==> src/rtl/pos_pkg.sv <==
// Purpose: Constants and types for the programmable output controller
// Assumes: 25 MHz clk, times counted in 100 ms ticks
// Notes:
// Functional notes
// - Output type holds seven encodings, general control up to interlocking.
// - Output type resets to zero, a general control output.
// - Type five ignores collective disable and never lights an indicator.
// - Control, ventilation, extinguishing, interlocking off by type disable.
// - Alarm devices off by disable or silence; fault blinks, disable steady.
// - Active ventilation output, or its feedback, lights ventilation indicator.
// - Active extinguishing output, or its feedback, lights its indicator.
// - Routing output disabled with routing relay; lights routing indicator.
// - Active interlocking output is reported in the interlocking status view.
// - Polarity selects idle level; drive inverts while output is active.
// - Supervision on by default, off when software clears supervised.
// - Idle-high output is never supervised.
// - Idle-high output driven low for seconds during restart.
// - Period is steady, fixed 0.8/0.8 intermittent, or user period 1-8.
// - User period type encodings zero to six, including delayed forms.
// - User period holds delay, pulse length, pulse off, de-activation times.
// - Fixed-blink-only units allow only the 0.8s/0.8s intermittent pattern.
// - Limited-timing units clamp on, off and pulse times to 5.6s.
// - Interlocking outputs accept only steady and steady delayed activation.
// - Output requested active while control expression is true and the output is not forced off.
`default_nettype none
package pos_pkg;
  // Register offsets
  localparam logic [7:0] OFS_CFG = 8'h00;
  localparam logic [7:0] OFS_CMD = 8'h04;
  localparam logic [7:0] OFS_STAT = 8'h08;
  localparam logic [1:0] OFS_PER_PAGE = 2'b01;
  // Configuration fields
  localparam int CFG_TYPE_LSB = 0;
  localparam int CFG_POL_BIT = 3;
  localparam int CFG_SUP_BIT = 4;
  localparam int CFG_SEL_LSB = 5;
  localparam int CFG_UNIT_LSB = 9;
  localparam int CFG_FB_BIT = 11;
  localparam logic [11:0] CFG_RST = 12'h010;
  localparam logic [6:0] CMD_RST = 7'h00;
  // Period time fields inside a time word
  localparam int TM_DELAY_LSB = 0;
  localparam int TM_PLEN_LSB = 8;
  localparam int TM_POFF_LSB = 16;
  localparam int TM_DEACT_LSB = 24;
  // Timing
  localparam int CLK_PERIOD_NS = 40;
  localparam int TICK_NS = 100_000_000;
  localparam int TICK_CYCLES = TICK_NS / CLK_PERIOD_NS;
  localparam int RESTART_LOW_MS = 3000;
  // Divide first: the plain product would overflow a 32-bit int
  localparam int RESTART_CYCLES = RESTART_LOW_MS * (1_000_000 / CLK_PERIOD_NS);
  localparam logic [7:0] FIXED_BLINK_TICKS = 8'h08;
  localparam logic [7:0] LIMIT_TICKS = 8'h38;

  typedef enum logic [2:0] {
    OT_CONTROL = 3'h0, OT_VENT = 3'h1, OT_EXTING = 3'h2, OT_ALARM = 3'h3,
    OT_ROUTING = 3'h4, OT_NEUTRAL = 3'h5, OT_INTERLOCK = 3'h6
  } pos_otype_t;
  typedef enum logic [2:0] {
    PT_STEADY = 3'h0, PT_INTERM = 3'h1, PT_PULSE = 3'h2, PT_STEADY_DA = 3'h3,
    PT_INTERM_DA = 3'h4, PT_PULSE_DA = 3'h5, PT_STEADY_DD = 3'h6
  } pos_ptype_t;
  typedef enum logic [1:0] {
    UC_FULL = 2'h0, UC_FIXED_BLINK = 2'h1, UC_LIMITED = 2'h2
  } pos_unit_t;
  typedef enum logic [2:0] {
    GS_IDLE = 3'b000, GS_DELAY = 3'b001, GS_ON = 3'b011, GS_OFF = 3'b010,
    GS_DONE = 3'b110, GS_HOLD = 3'b111
  } pos_gstate_t;
endpackage
`default_nettype wire

==> src/rtl/pos_output.sv <==
// Purpose: One programmable output: type gating, polarity, supervision,
//   indicators and signal-period generator
// Assumes: single 25 MHz clock, pin inputs synchronised here
// Notes: times in 100 ms ticks; register reads answer one cycle later
//
// The implementer's own choices: the plain strobed port and the register addresses.
`default_nettype none
module pos_output
  import pos_pkg::*;
#(
  parameter int TICK_LEN = TICK_CYCLES,
  parameter int RESTART_LEN = RESTART_CYCLES,
  parameter int NUM_USER = 8
) (
  // Clock and reset
  input wire logic clk,
  input wire logic arst_n,
  // Register port
  input wire logic [7:0] regAddr,
  input wire logic [31:0] regWdata,
  input wire logic regWr,
  input wire logic regRd,
  output logic [31:0] regRdata,
  // Control request from expression logic
  input wire logic ctrlExpr,
  // Pins
  input wire logic silencePin,
  input wire logic feedbackPin,
  input wire logic outFaultPin,
  // Output drive and status
  output logic outDrive,
  output logic supervisionOn,
  output logic interlockView,
  // Indicators
  output logic ledVent,
  output logic ledExting,
  output logic ledRouting,
  output logic ledAlarmFaultDis,
  output logic ledRoutingFaultDis
);
  logic [11:0] cfg_reg;
  logic [6:0] cmd_reg;
  logic [2:0] perType_reg [NUM_USER];
  logic [31:0] perTime_reg [NUM_USER];
  logic [2:0] syncA_reg, syncB_reg;
  logic [31:0] rdata_reg, rdata_next;
  logic [21:0] tickCnt_reg;
  logic tick;
  logic [7:0] tCnt_reg;
  logic [2:0] blinkCnt_reg;
  logic [26:0] rstCnt_reg;
  logic restartLow;
  pos_gstate_t gs_reg, gs_next;

  // Pin synchronisers: the first stage feeds only the second
  always_ff @(posedge clk or negedge arst_n) begin
    if (!arst_n) begin
      syncA_reg <= 3'h0;
      syncB_reg <= 3'h0;
    end else begin
      syncA_reg <= {outFaultPin, feedbackPin, silencePin};
      syncB_reg <= syncA_reg;
    end
  end
  wire silenceSync = syncB_reg[0];
  wire feedbackSync = syncB_reg[1];
  wire faultSync = syncB_reg[2];

  // Field decode
  // type field
  wire [2:0] oType = cfg_reg[CFG_TYPE_LSB +: 3];
  wire polHigh = cfg_reg[CFG_POL_BIT];
  wire supSet = cfg_reg[CFG_SUP_BIT];
  wire [3:0] perSel = cfg_reg[CFG_SEL_LSB +: 4];
  wire [1:0] unitCls = cfg_reg[CFG_UNIT_LSB +: 2];
  wire useFeedback = cfg_reg[CFG_FB_BIT];

  // Bus decode
  wire perPage = regAddr[7:6] == OFS_PER_PAGE;
  wire [2:0] perIdx = regAddr[5:3];
  wire hitCfg = regAddr == OFS_CFG;
  wire hitCmd = regAddr == OFS_CMD;
  wire hitStat = regAddr == OFS_STAT;
  wire hitPType = perPage && regAddr[2:0] == 3'h0;
  wire hitPTime = perPage && regAddr[2:0] == 3'h4;

  always_ff @(posedge clk or negedge arst_n) begin
    if (!arst_n) begin
      cfg_reg <= CFG_RST;
      cmd_reg <= CMD_RST;
    end else if (regWr && hitCfg) begin
      cfg_reg <= regWdata[11:0];
    end else if (regWr && hitCmd) begin
      cmd_reg <= regWdata[6:0];
    end
  end

  genvar gi;
  generate
    for (gi = 0; gi < NUM_USER; gi++) begin : g_per
      always_ff @(posedge clk or negedge arst_n) begin
        if (!arst_n) begin
          perType_reg[gi] <= 3'h0;
          perTime_reg[gi] <= 32'h0000_0000;
        end else if (regWr && hitPType && perIdx == 3'(gi)) begin
          perType_reg[gi] <= regWdata[2:0];
        end else if (regWr && hitPTime && perIdx == 3'(gi)) begin
          perTime_reg[gi] <= regWdata;
        end
      end
    end
  endgenerate

  // 100 ms tick and restart hold counter
  wire tickWrap = tickCnt_reg == 22'(TICK_LEN - 1);
  assign tick = tickWrap;
  assign restartLow = rstCnt_reg != 27'(RESTART_LEN);
  always_ff @(posedge clk or negedge arst_n) begin
    if (!arst_n) begin
      tickCnt_reg <= 22'h0;
      blinkCnt_reg <= 3'h0;
      rstCnt_reg <= 27'h0;
    end else begin
      tickCnt_reg <= tickWrap ? 22'h0 : tickCnt_reg + 22'h1;
      if (tick) blinkCnt_reg <= blinkCnt_reg + 3'h1;
      if (restartLow) rstCnt_reg <= rstCnt_reg + 27'h1;
    end
  end
  wire blinkPhase = blinkCnt_reg[2];

  wire isUser = perSel >= 4'h2 && perSel <= 4'h9;
  wire [2:0] uIdx = 3'(perSel - 4'h2);
  wire [2:0] rawType = isUser ? perType_reg[uIdx] :
                       (perSel == 4'h1 ? PT_INTERM : PT_STEADY);
  wire [31:0] rawTime = isUser ? perTime_reg[uIdx] :
                        {8'h00, FIXED_BLINK_TICKS, FIXED_BLINK_TICKS, 8'h00};
  wire ilOk = rawType == PT_STEADY || rawType == PT_STEADY_DA;
  wire [2:0] pType = (oType == OT_INTERLOCK && !ilOk) ? PT_STEADY :
                     (rawType > PT_STEADY_DD ? PT_STEADY : rawType);
  wire [7:0] tDelay = rawTime[TM_DELAY_LSB +: 8];
  wire [7:0] tDeact = rawTime[TM_DEACT_LSB +: 8];
  wire [7:0] uPlen = rawTime[TM_PLEN_LSB +: 8];
  wire [7:0] uPoff = rawTime[TM_POFF_LSB +: 8];
  wire limited = unitCls == UC_LIMITED;
  wire fixedBlink = unitCls == UC_FIXED_BLINK;
  wire [7:0] cPlen = (limited && uPlen > LIMIT_TICKS) ? LIMIT_TICKS : uPlen;
  wire [7:0] cPoff = (limited && uPoff > LIMIT_TICKS) ? LIMIT_TICKS : uPoff;
  wire isInterm = pType == PT_INTERM || pType == PT_INTERM_DA;
  wire [7:0] tPlen = (fixedBlink && isInterm) ? FIXED_BLINK_TICKS : cPlen;
  wire [7:0] tPoff = (fixedBlink && isInterm) ? FIXED_BLINK_TICKS : cPoff;
  wire isPulse = pType == PT_PULSE || pType == PT_PULSE_DA;
  wire delayAct = pType == PT_STEADY_DA || pType == PT_INTERM_DA ||
                  pType == PT_PULSE_DA;

  // Disablement gating
  wire typeColl = oType == OT_CONTROL || oType == OT_VENT ||
                  oType == OT_EXTING || oType == OT_INTERLOCK;
  wire collOff = typeColl && cmd_reg[oType];
  wire alarmDis = oType == OT_ALARM && (cmd_reg[OT_ALARM] || silenceSync);
  wire routDis = oType == OT_ROUTING && cmd_reg[OT_ROUTING];
  wire forcedOff = oType != OT_NEUTRAL && (collOff || alarmDis || routDis);
  wire req = ctrlExpr && !forcedOff;

  // Period generator
  wire [7:0] curLimit = gs_reg == GS_DELAY ? tDelay :
                        gs_reg == GS_ON ? tPlen :
                        gs_reg == GS_OFF ? tPoff : tDeact;
  wire timeUp = tCnt_reg >= curLimit;
  always_comb begin
    gs_next = gs_reg;
    case (gs_reg)
      GS_IDLE: if (req) gs_next = delayAct ? GS_DELAY : GS_ON;
      GS_DELAY: begin
        if (!req) gs_next = GS_IDLE;
        else if (timeUp) gs_next = GS_ON;
      end
      GS_ON: begin
        if (forcedOff) gs_next = GS_IDLE;
        else if (!req) gs_next = pType == PT_STEADY_DD ? GS_HOLD : GS_IDLE;
        else if (isPulse && timeUp) gs_next = GS_DONE;
        else if (isInterm && timeUp) gs_next = GS_OFF;
      end
      GS_OFF: begin
        if (!req) gs_next = GS_IDLE;
        else if (timeUp) gs_next = GS_ON;
      end
      GS_DONE: if (!req) gs_next = GS_IDLE;
      GS_HOLD: begin
        if (forcedOff) gs_next = GS_IDLE;
        else if (ctrlExpr) gs_next = GS_ON;
        else if (timeUp) gs_next = GS_IDLE;
      end
      default: gs_next = GS_IDLE;
    endcase
  end

  always_ff @(posedge clk or negedge arst_n) begin
    if (!arst_n) begin
      gs_reg <= GS_IDLE;
      tCnt_reg <= 8'h00;
    end else begin
      gs_reg <= gs_next;
      if (gs_next != gs_reg) tCnt_reg <= 8'h00;
      else if (tick && tCnt_reg != 8'hFF) tCnt_reg <= tCnt_reg + 8'h01;
    end
  end

  wire active = gs_reg == GS_ON || gs_reg == GS_HOLD;

  // Output drive and indicators are registered to keep pins glitch free
  logic [7:0] outs_reg, outs_next;
  always_comb begin
    outs_next = 8'h00;
    outs_next[0] = !restartLow && (polHigh ^ active);
    outs_next[1] = supSet && !polHigh;
    outs_next[2] = oType == OT_INTERLOCK && active;
    outs_next[3] = oType == OT_VENT && (useFeedback ? feedbackSync : active);
    outs_next[4] = oType == OT_EXTING &&
                   (useFeedback ? feedbackSync : active);
    outs_next[5] = oType == OT_ROUTING &&
                   (useFeedback ? feedbackSync : active);
    outs_next[6] = oType == OT_ALARM &&
                   (faultSync ? blinkPhase : alarmDis);
    outs_next[7] = oType == OT_ROUTING &&
                   (faultSync ? blinkPhase : routDis);
  end
  always_ff @(posedge clk or negedge arst_n) begin
    if (!arst_n) outs_reg <= 8'h00;
    else outs_reg <= outs_next;
  end
  assign outDrive = outs_reg[0];
  assign supervisionOn = outs_reg[1];
  assign interlockView = outs_reg[2];
  assign ledVent = outs_reg[3];
  assign ledExting = outs_reg[4];
  assign ledRouting = outs_reg[5];
  assign ledAlarmFaultDis = outs_reg[6];
  assign ledRoutingFaultDis = outs_reg[7];

  // Read mux; unmapped addresses read zero
  wire [31:0] statWord = {16'h0000, outs_reg, 2'b00, faultSync, restartLow,
                          active, req, ctrlExpr, forcedOff};
  always_comb begin
    rdata_next = 32'h0000_0000;
    if (hitCfg) rdata_next = {20'h0_0000, cfg_reg};
    else if (hitCmd) rdata_next = {25'h000_0000, cmd_reg};
    else if (hitStat) rdata_next = statWord;
    else if (hitPType) rdata_next = {29'h0000_0000, perType_reg[perIdx]};
    else if (hitPTime) rdata_next = perTime_reg[perIdx];
  end
  always_ff @(posedge clk or negedge arst_n) begin
    if (!arst_n) rdata_reg <= 32'h0000_0000;
    else if (regRd) rdata_reg <= rdata_next;
    else rdata_reg <= 32'h0000_0000;
  end
  assign regRdata = rdata_reg;
endmodule
`default_nettype wire

==> config.mk <==
export PLATFORM = sky130hd
export DESIGN_NAME = pos_output
export DESIGN_NICKNAME = d
export VERILOG_FILES = /design/src/rtl/pos_pkg.sv /design/src/rtl/pos_output.sv
export SDC_FILE = /design/constraint.sdc
export NUM_CORES = 1
export LEC_CHECK = 0
export ABC_CLOCK_PERIOD_IN_PS = 4000
export BUFFER_PORTS_ARGS = -buffer_cell sky130_fd_sc_hd__buf_2
export CORE_ASPECT_RATIO = 1.4
export CORE_MARGIN = 8
export CORE_UTILIZATION = 30
export DETAILED_ROUTE_END_ITERATION = 8
export GPL_ROUTABILITY_DRIVEN = 0
export PLACE_DENSITY = 0.43
export SKIP_LAST_GASP = 1
export SLEW_MARGIN = 15
export SYNTH_ARGS = -nofsm -noshare
export SYNTH_HDL_FRONTEND = slang
export SYNTH_SLANG_ARGS = --single-unit
==> constraint.sdc <==
create_clock -name clk -period 4 [get_ports clk]
set_input_delay 1 -clock clk [delete_from_list [all_inputs] [get_ports clk]]
set_output_delay 1 -clock clk [all_outputs]
set_load 0.05 [all_outputs]
---- Word-level counts from Yosys, hierarchy flattened ----
Cells that the tools add are included.
cells by class
  add/subtract/negate cells ............... 5
  multipliers ............................. 0
  div/mod/pow operators ................... 0
  $lt $le $gt $ge ......................... 9
  eq/ne operators ......................... 36
  shift-type cells ........................ 0
  mux-type cells .......................... 52
  bitwise logic cells ..................... 12
  reduce and logical (&&, ||, !) cells .... 76
operators by type and width
  operator                                                       count
  two-way mux 32 bit                                             11
  binary-select mux 32 bit (select 3 bit)                        2
  two-way mux 8 bit                                              9
  two-way mux 3 bit                                              19
  logical AND 1 bit                                              43
  equality test 3 bit, second input constant                     12
  adder 27 x 1 -> 27 bit, second input constant                  1
  equality test 3 x 2 -> 1 bit, second input constant            9
  != test 27 bit, second input constant                          1
  adder 22 x 1 -> 22 bit, second input constant                  1
  equality test 22 bit, second input constant                    1
  two-way mux 22 bit                                             1
  binary-select mux 3 bit (select 3 bit)                         2
  AND reduction 2 bit                                            9
  greater-than comparator 8 x 6 -> 1 bit, second input constant  2
  zero test 3 bit                                                5
  case mux 3 bit (5 select lines)                                1
  equality test 3 x 1 -> 1 bit, second input constant            4
  logical OR 1 bit                                               12
  NOT 1 bit                                                      9
  adder 8 x 1 -> 8 bit, second input constant                    1
  equality test 8 x 3 -> 1 bit, second input constant            1
  equality test 8 x 4 -> 1 bit, second input constant            1
  greater-or-equal comparator 4 bit, second input constant       2
  22 further kinds                                               31
word-level totals
  register bits after elaboration ......... 408
  bits in latches ......................... 0
  memory bits (writable) .................. 0
  bits in read-only memories .............. 0
  output and inout port bits .............. 40
  memories kept ........................... 0

---- Longest topological paths before layout ----
Gate-level depths: netlist (run 1).
  depth after elaboration ................. 27
  depth in mapped cells ................... 21

---- Least setup slack after synthesis (run 1) ----
OpenSTA, ideal clock, no wires.
  path type ............................... register to register
  start ................................... register cfg_reg[5]
  end ..................................... register tCnt_reg[1]
  arrival time ............................ 4.320 ns
  data required time ...................... 3.920 ns
  path slack .............................. -0.400 ns
  stages on the path, launching flop included .. 21
  path buffers ............................ 3
  period minus slack after synthesis ...... 4.400 ns
  path through ............................ dfrtp_1 > buf_2 > buf_2 > buf_2 > mux4_2 > nand2_1 > nand2_1 > nand2_1 > a31o_2 > nand4b_1 > o221ai_1 > o31a_1 > ha_1 > nand2b_1 > a211oi_1 > o211ai_1 > a211o_1 > a31oi_1 > nor2_1 > a311o_2 > nor3b_2
on the way
  longest elaborated chain between the ends .. 27
  elaborated cells between the ends (all ways) .. 64
  those cells by class .................... 1 x add/sub; 6 x order compare; 9 x eq/ne; 32 x mux; 1 x bitwise; 15 x reduce/logical
RTL lines
  item                                                                line               text
  start: declaration                                                  pos_output.sv:41   logic [11:0] cfg_reg;
  start signal: assignment                                            pos_output.sv:92   cfg_reg <= regWdata[11:0];
  branches (longest 24 deep; another with subtractor 3 x 2 -> 3 bit)  -
  case mux 3 bit (5 select lines) *                                   pos_output.sv:171  case (gs_reg)
  != test 3 bit *                                                     pos_output.sv:203  if (gs_next != gs_reg) tCnt_reg <= 8'h00;
  two-way mux 8 bit / nonzero test 2 bit (equally long branches)      -
  end signal: assignment                                              pos_output.sv:204  else if (tick && tCnt_reg != 8'hFF) tCnt_reg <= tCnt_reg + 8'h01;
  end: declaration                                                    pos_output.sv:49   logic [7:0] tCnt_reg;
Mark *: on every way between the ends. The select of a mux whose other input is x is not followed.
A chain may end at the register's enable or synchronous reset.

---- Final worst setup path (run 1) ----
  start ................................... register cfg_reg[6]
  end ..................................... register tCnt_reg[1]
The elaborated chain is that of the path after synthesis.

==> reports/results.ini, run 1 <==
[synthesis]
yosys.area_share.adder_pct=0.774
synthesis.area_um2=21000
synth-compound-area-share_pct=4.56
synthFlopType=dfrtp_1
yosysTopAreaCell=dfrtp_1
syn_nets=1682
yosysMostFrequentCell=dfrtp_1
synth_top_cells_by_count=dfrtp_1, mux2_2, nand2_1, mux4_2, nor2_1
syn_avg_cell_area_um2=13.0
synth_top_family_by_area=multiplexers
synthArstFlopShare_pct=100
yosys.area_share.simple_pct=9.22
synth_area_leaders=dfrtp_1, mux2_2, mux4_2
yosys_warnings=0
synth-seq-cells=408
synth_edf_count=0
synth_xor_area_share_pct=2.41
synth_cell_types=74
muxShareOfSynthArea_pct=32.1
synth_top_area_share_pct=48.5
ys_seq_area_share_pct=48.6
netlist_instances=1621

[place]
portBuffers=87
place_ws_ns=-0.473
post-place-cells=2688
hpwlAfterDp_um=45900

[clocking]
path_clk_slew_ns=0.06
clock-root-buffer=clkbuf_16
clkSinkCount=408
tritoncts=yes
numCtsBuffers=45
htree_levels=2
postCtsHoldBufs=0
worstSkewPairLatency_ns=0.59
cts_buffer_depth=3

[cells_and_area]
drive_above_1_share_pct=44.2
area_growth_pct=22.4
nets=1881
fin_cells=2794
largest_register_ffs=256

[critical_path]
max_stage_delay_ns=0.57
endpoint_kind=flop
critPathRequiredTime_ns=4.51
start_kind=flop
critical_path_class=reg2reg
crit_fanout=10
cp_cell_sequence=buf_4 -> xnor2_2 -> buf_6 -> buf_12 -> nand2_2 -> a21oi_4 -> nand4_1 -> a31o_2 -> nand4b_1 -> o221ai_2 -> o31a_1 -> ha_1 -> nand2b_4 -> a211oi_4 -> o211ai_1 -> a211o_1 -> a31oi_2 -> nor2_1 -> a311o_2 -> nor3b_2
crit_arrival_ns=4.89
critPathSlowestCell=dfrtp_4

[drt]
drtPass1Iterations=6
drt_iter0_markers=989
finalWirelength_um=67600
wl_met1_um=28100
met2_length_um=34400
routed.top_layer=met5
ant_nets=0
vias=14600
via_per_inst=5.24
dr_wl_met3_um=2950
drc=0
wl_per_cell_um=24.2

[floorplan]
core_area_um2=69800
die_w_um=240
rows=115
initial_utilization_pct=30.1
die_area_um2=78900
die_y_um=329
io_pins=88

[power_and_ir_drop]
leakage_nw=11.6
finalPower_mw=10.9
ir_drop_mv=0.354
powerDensity_nw_per_um2=423

[timing]
rsz0062_at_grt=true
period_share_pct=109
period_needed_ns=4.38
setup_slack_ns=-0.380
hold_violations=0
finClkSkew_ns=0.0176
max_freq_mhz=228
worst_pin_slew_ns=0.793
setup_viol=8
slew_headroom_pct=46.8
slew_violations=0

[global_routing]
grt_pass1_vias=15700
grt_remaining_overflow=0
grt_usage_pct=17.2
grt_pass1_wl_um=103000
grt_start_max_net_pins=100
antenna_found_initial=4

[min_path]
worstHoldPathType=reg2reg

[flow_run]
cap_violations=0

[status]
run_status=finished, violations left
violations=setup timing

-- power breakdown --
group | switching (mW) | internal [mW]
combinational | 0.933 | 0.792
sequential | 0.141 | 4.29
clock | 1.79 | 2.93
total | 2.86 | 8.01
-- repair_timing --
item	in CTS	in global routing
cloned	2	1
setup buffers	13	11
endpoints found under the setup margin	9	11
resized for setup	34	24
pin swaps	17	34
-- through the flow --
stage	util (%)	setup TNS [ns]	instance area [um2]	hold WS, ns
after floorplan	-	-0.0524	21100	0.331
after global placement	33.8	-3.60	23600	0.339
final	36.9	-2.47	25700	0.352
after detailed placement	33.8	-3.35	23600	0.340
after global routing	36.9	-4.30	25700	0.361
after CTS	36.7	-2.08	25600	0.355
-- cell usage in the layout, fill, tap and decap left out, types with 32 or more instances in the layout --
master     count
buf_4        136
mux2_2       293
clkbuf_16     48
nand2_1      173
a21oi_1       56
xnor2_1       32
nor2_1        72
dfrtp_1      405
buf_2         84
mux4_2       136
-- layer usage --
metal  vias up  GRT usage [%]
met3       117           2.86
met5         -              0
met2       343           29.7
li1       6419              -
met4         6           6.07
met1      7743           21.5
-- critical path, delay by kind of cell, from the launching register on --
kind / cells / cell delay (ns)
AOI/OAI and AO/OA: 9 / 2.08
xor gates and xnor gates: 1 / 0.16
adders and majority gates: 1 / 0.29
buffers and inverters: 3 / 0.48
DFF: 1 / 0.57
and+or+nand+nor: 6 / 0.75
-- final cells by class --
class	count	area (um2)
Clock buffer	65	1350
Fill cell	6697	44100
Sequential cell	408	10200
Inverter	16	60.1
Clock inverter	19	324
Tap cell	936	1170
Antenna cell	1	2.50
Multi-Input combinational cell	1096	10600
Timing Repair Buffer	253	1990
-- kinds of logic after synthesis --
family                   after synthesis
multiplexers                         467
AND/OR/NAND/NOR                      410
flip-flops                           408
AO/OA/AOI/OAI                        149
buffers and inverters                117
XOR/XNOR                              57
adder cells (fa/ha/maj)               13
-- path summary, 6_finish.rpt --
path | startpoint | endpoint | slack, ns | cells after the start
max | cfg_reg[6]$_DFFE_PN0P_ | tCnt_reg[1]$_DFFE_PN0P_ | -0.38 | 20
min | syncA_reg[0]$_DFF_PN0_ | syncB_reg[0]$_DFF_PN0_ | 0.35 | 0
max reg2reg | cfg_reg[6]$_DFFE_PN0P_ | tCnt_reg[1]$_DFFE_PN0P_ | -0.38 | 20
min reg2reg | syncA_reg[0]$_DFF_PN0_ | syncB_reg[0]$_DFF_PN0_ | 0.35 | 0
max in group asynchronous | arst_n | perTime_reg[182]$_DFFE_PN0P_ | 2.69 | 2
min in group asynchronous | arst_n | perTime_reg[238]$_DFFE_PN0P_ | 0.36 | 1
Note: power is estimated with default switching activity, not from simulation.
==> run 2, diff against run 1 <==
--- a/config.mk
+++ b/config.mk
@@ -8,7 +8,7 @@
 export ABC_CLOCK_PERIOD_IN_PS = 4000
 export BUFFER_PORTS_ARGS = -buffer_cell sky130_fd_sc_hd__buf_2
 export CORE_ASPECT_RATIO = 1.4
-export CORE_MARGIN = 8
+export CORE_MARGIN = 5
 export CORE_UTILIZATION = 30
 export DETAILED_ROUTE_END_ITERATION = 8
 export GPL_ROUTABILITY_DRIVEN = 0
==> run 2 against run 1 <==
Against the previous run:
- the flow still finishes with violations (setup timing)
- critical path depth up 1
- global-route usage up 0.61 points
- utilization up 0.24 points
- via count down 0.15%
- routed wire length down 0.91%
- non-clock buffer count up 14
==> reports/results.ini, run 2 (synthesis gave the netlist of run 1 again) <==
[status]
run_status=finished, violations left
violations=setup timing

[timing]
rsz0062_at_grt=true
worst_pin_slew_ns=0.786
hold_slack_ns=0.350
hold_violations=0
slew_headroom_pct=47.2
period_share_pct=110
tns_ns=-3.25
setup_viol=10
slew_violations=0
finClkSkew_ns=0.0132
period_needed_ns=4.42
setup_slack_ns=-0.416
max_freq_mhz=226

[floorplan]
io_pins=88
die_y_um=323
die_area_um2=75500
core_area_um2=69300
initial_utilization_pct=30.3
die_w_um=234
rows=114

[global_routing]
met1_usage_pct=22.4
antenna_found_initial=3
grt_remaining_overflow=0
grt_start_max_net_pins=91
grt_pass1_wl_um=103000
busiest_layer=met2
grt_use_met2_pct=31.7
grt_usage_pct=17.8
grtUsageMet3_pct=2.84
grt_pass1_vias=15600

[critical_path]
crit_arrival_ns=4.92
critPathRequiredTime_ns=4.51
r2r-start=cfg_reg[5]$_DFFE_PN0P_
endpoint_kind=flop
critical_path_class=reg2reg
reg2regPathDepth=21
crit_fanout=8
start_kind=flop
rrSetupSlack_ns=-0.42
r2r-end=tCnt_reg[1]$_DFFE_PN0P_

[cells_and_area]
drive_above_1_share_pct=44.6
finalCoreUtilization_pct=37.1
design_area_um2=25700
final_common_cell=dfrtp_1
final_cell_mix=dfrtp_1, mux2_2, nand2_1
nets=1895
largest_register_ffs=256
area_growth_pct=22.4
fin_cells=2797

[power_and_ir_drop]
p_seq_share_pct=41.9
switchingPower_mw=2.80
combPwrFrac_pct=15.9
powerDensity_nw_per_um2=412
p_sw_share_pct=26.5
p_clk_share_pct=42.2
p_int_mw=7.79
finalPower_mw=10.6
ir_drop_mv=0.269
leakage_nw=11.6

[place]
place_ws_ns=-0.463
hpwlAfterDp_um=45300
portBuffers=87
placed_area_um2=23800
post-place-cells=2701

[clocking]
tritoncts=yes
cts_buffer_depth=3
numCtsBuffers=45
htree_levels=2
clkSinkCount=408
postCtsHoldBufs=0
worstSkewPairLatency_ns=0.59
clock-root-buffer=clkbuf_16
path_clk_slew_ns=0.06

[drt]
drc=0
finalWirelength_um=67000
wl_per_cell_um=24.0
drt_iter0_markers=787
ant_nets=0
vias=14600
drtPass1Iterations=5
via_per_inst=5.22

[min_path]
worstHoldPathType=in2async

[flow_run]
cap_violations=0

==> run 2: cell count changes in the layout (fill, tap and decap cells not counted), moves of 5 or more <==
cell	previous run	this run
buf_4	136	152
buf_6	10	5
nand2_1	173	168
nand2_2	12	17
==> run 2: final cells by class <==
class                           instances  area (um2)
Inverter                               16        60.1
Sequential cell                       408       10200
Clock inverter                         15         236
Multi-Input combinational cell       1096       10600
Tap cell                              928        1160
Timing Repair Buffer                  267        2130
Antenna cell                            1        2.50
Clock buffer                           66        1340
Fill cell                            6845       43600
==> run 2: worst max-delay path: stages (launching register included) <==
cell and delay (ns):
dfrtp_4 0.51, buf_6 0.15, buf_12 0.14, buf_8 0.12
mux4_2 0.43, nand2_2 0.08, nand2_2 0.05, nand2_2 0.09
a31oi_4 0.10, a2111o_1 0.42, nor2_2 0.13, o31a_1 0.15
ha_1 0.22, nand2b_4 0.15, a211oi_4 0.23, o211ai_1 0.14
buf_4 0.18, nand4_1 0.10, a31oi_2 0.10, o211a_1 0.21
a311o_2 0.44, nor3b_2 0.18
==> run 2: what timing repair did <==
| action | in CTS | in global routing |
|---|---|---|
| buffers inserted | 11 | 3 |
| gates resized for setup | 19 | 36 |
| endpoints found under the setup margin | 9 | 11 |
| pin swaps | 15 | 13 |
| gates cloned | 2 | 0 |
| endpoints found under the hold margin | 0 | 0 |
==> run 2: how the worst max path moves through the flow <==
stage / from / end / slack [ns] / cells past startpoint
2_1_floorplan: cfg_reg[6]$_DFFE_PN0P_ / tCnt_reg[1]$_DFFE_PN0P_ / -0.05 / 17
3_3_place_gp: cfg_reg[5]$_DFFE_PN0P_ / tCnt_reg[1]$_DFFE_PN0P_ / -0.47 / 18
3_5_place_dp: cfg_reg[6]$_DFFE_PN0P_ / tCnt_reg[1]$_DFFE_PN0P_ / -0.46 / 18
4_1_cts: cfg_reg[5]$_DFFE_PN0P_ / tCnt_reg[1]$_DFFE_PN0P_ / -0.43 / 19
5_1_grt: cfg_reg[5]$_DFFE_PN0P_ / tCnt_reg[1]$_DFFE_PN0P_ / -0.58 / 21
6_report: cfg_reg[5]$_DFFE_PN0P_ / tCnt_reg[1]$_DFFE_PN0P_ / -0.42 / 21
==> run 2: power groups by stage <==
stage	clock, mW	combinational, mW	sequential, mW
floorplan	0	0.917	4.45
global placement	0	1.58	4.51
detailed placement	0	1.59	4.51
CTS	4.60	1.67	4.44
global route	4.76	1.84	4.46
finish	4.47	1.69	4.44
==> run 2: layer usage <==
layer / up-vias / part of all wire, %
met1: 7768 / 41
met3: 110 / 3.7
met2: 291 / 52
met5: - / 0.040
met4: 4 / 2.8
li1: 6433 / -
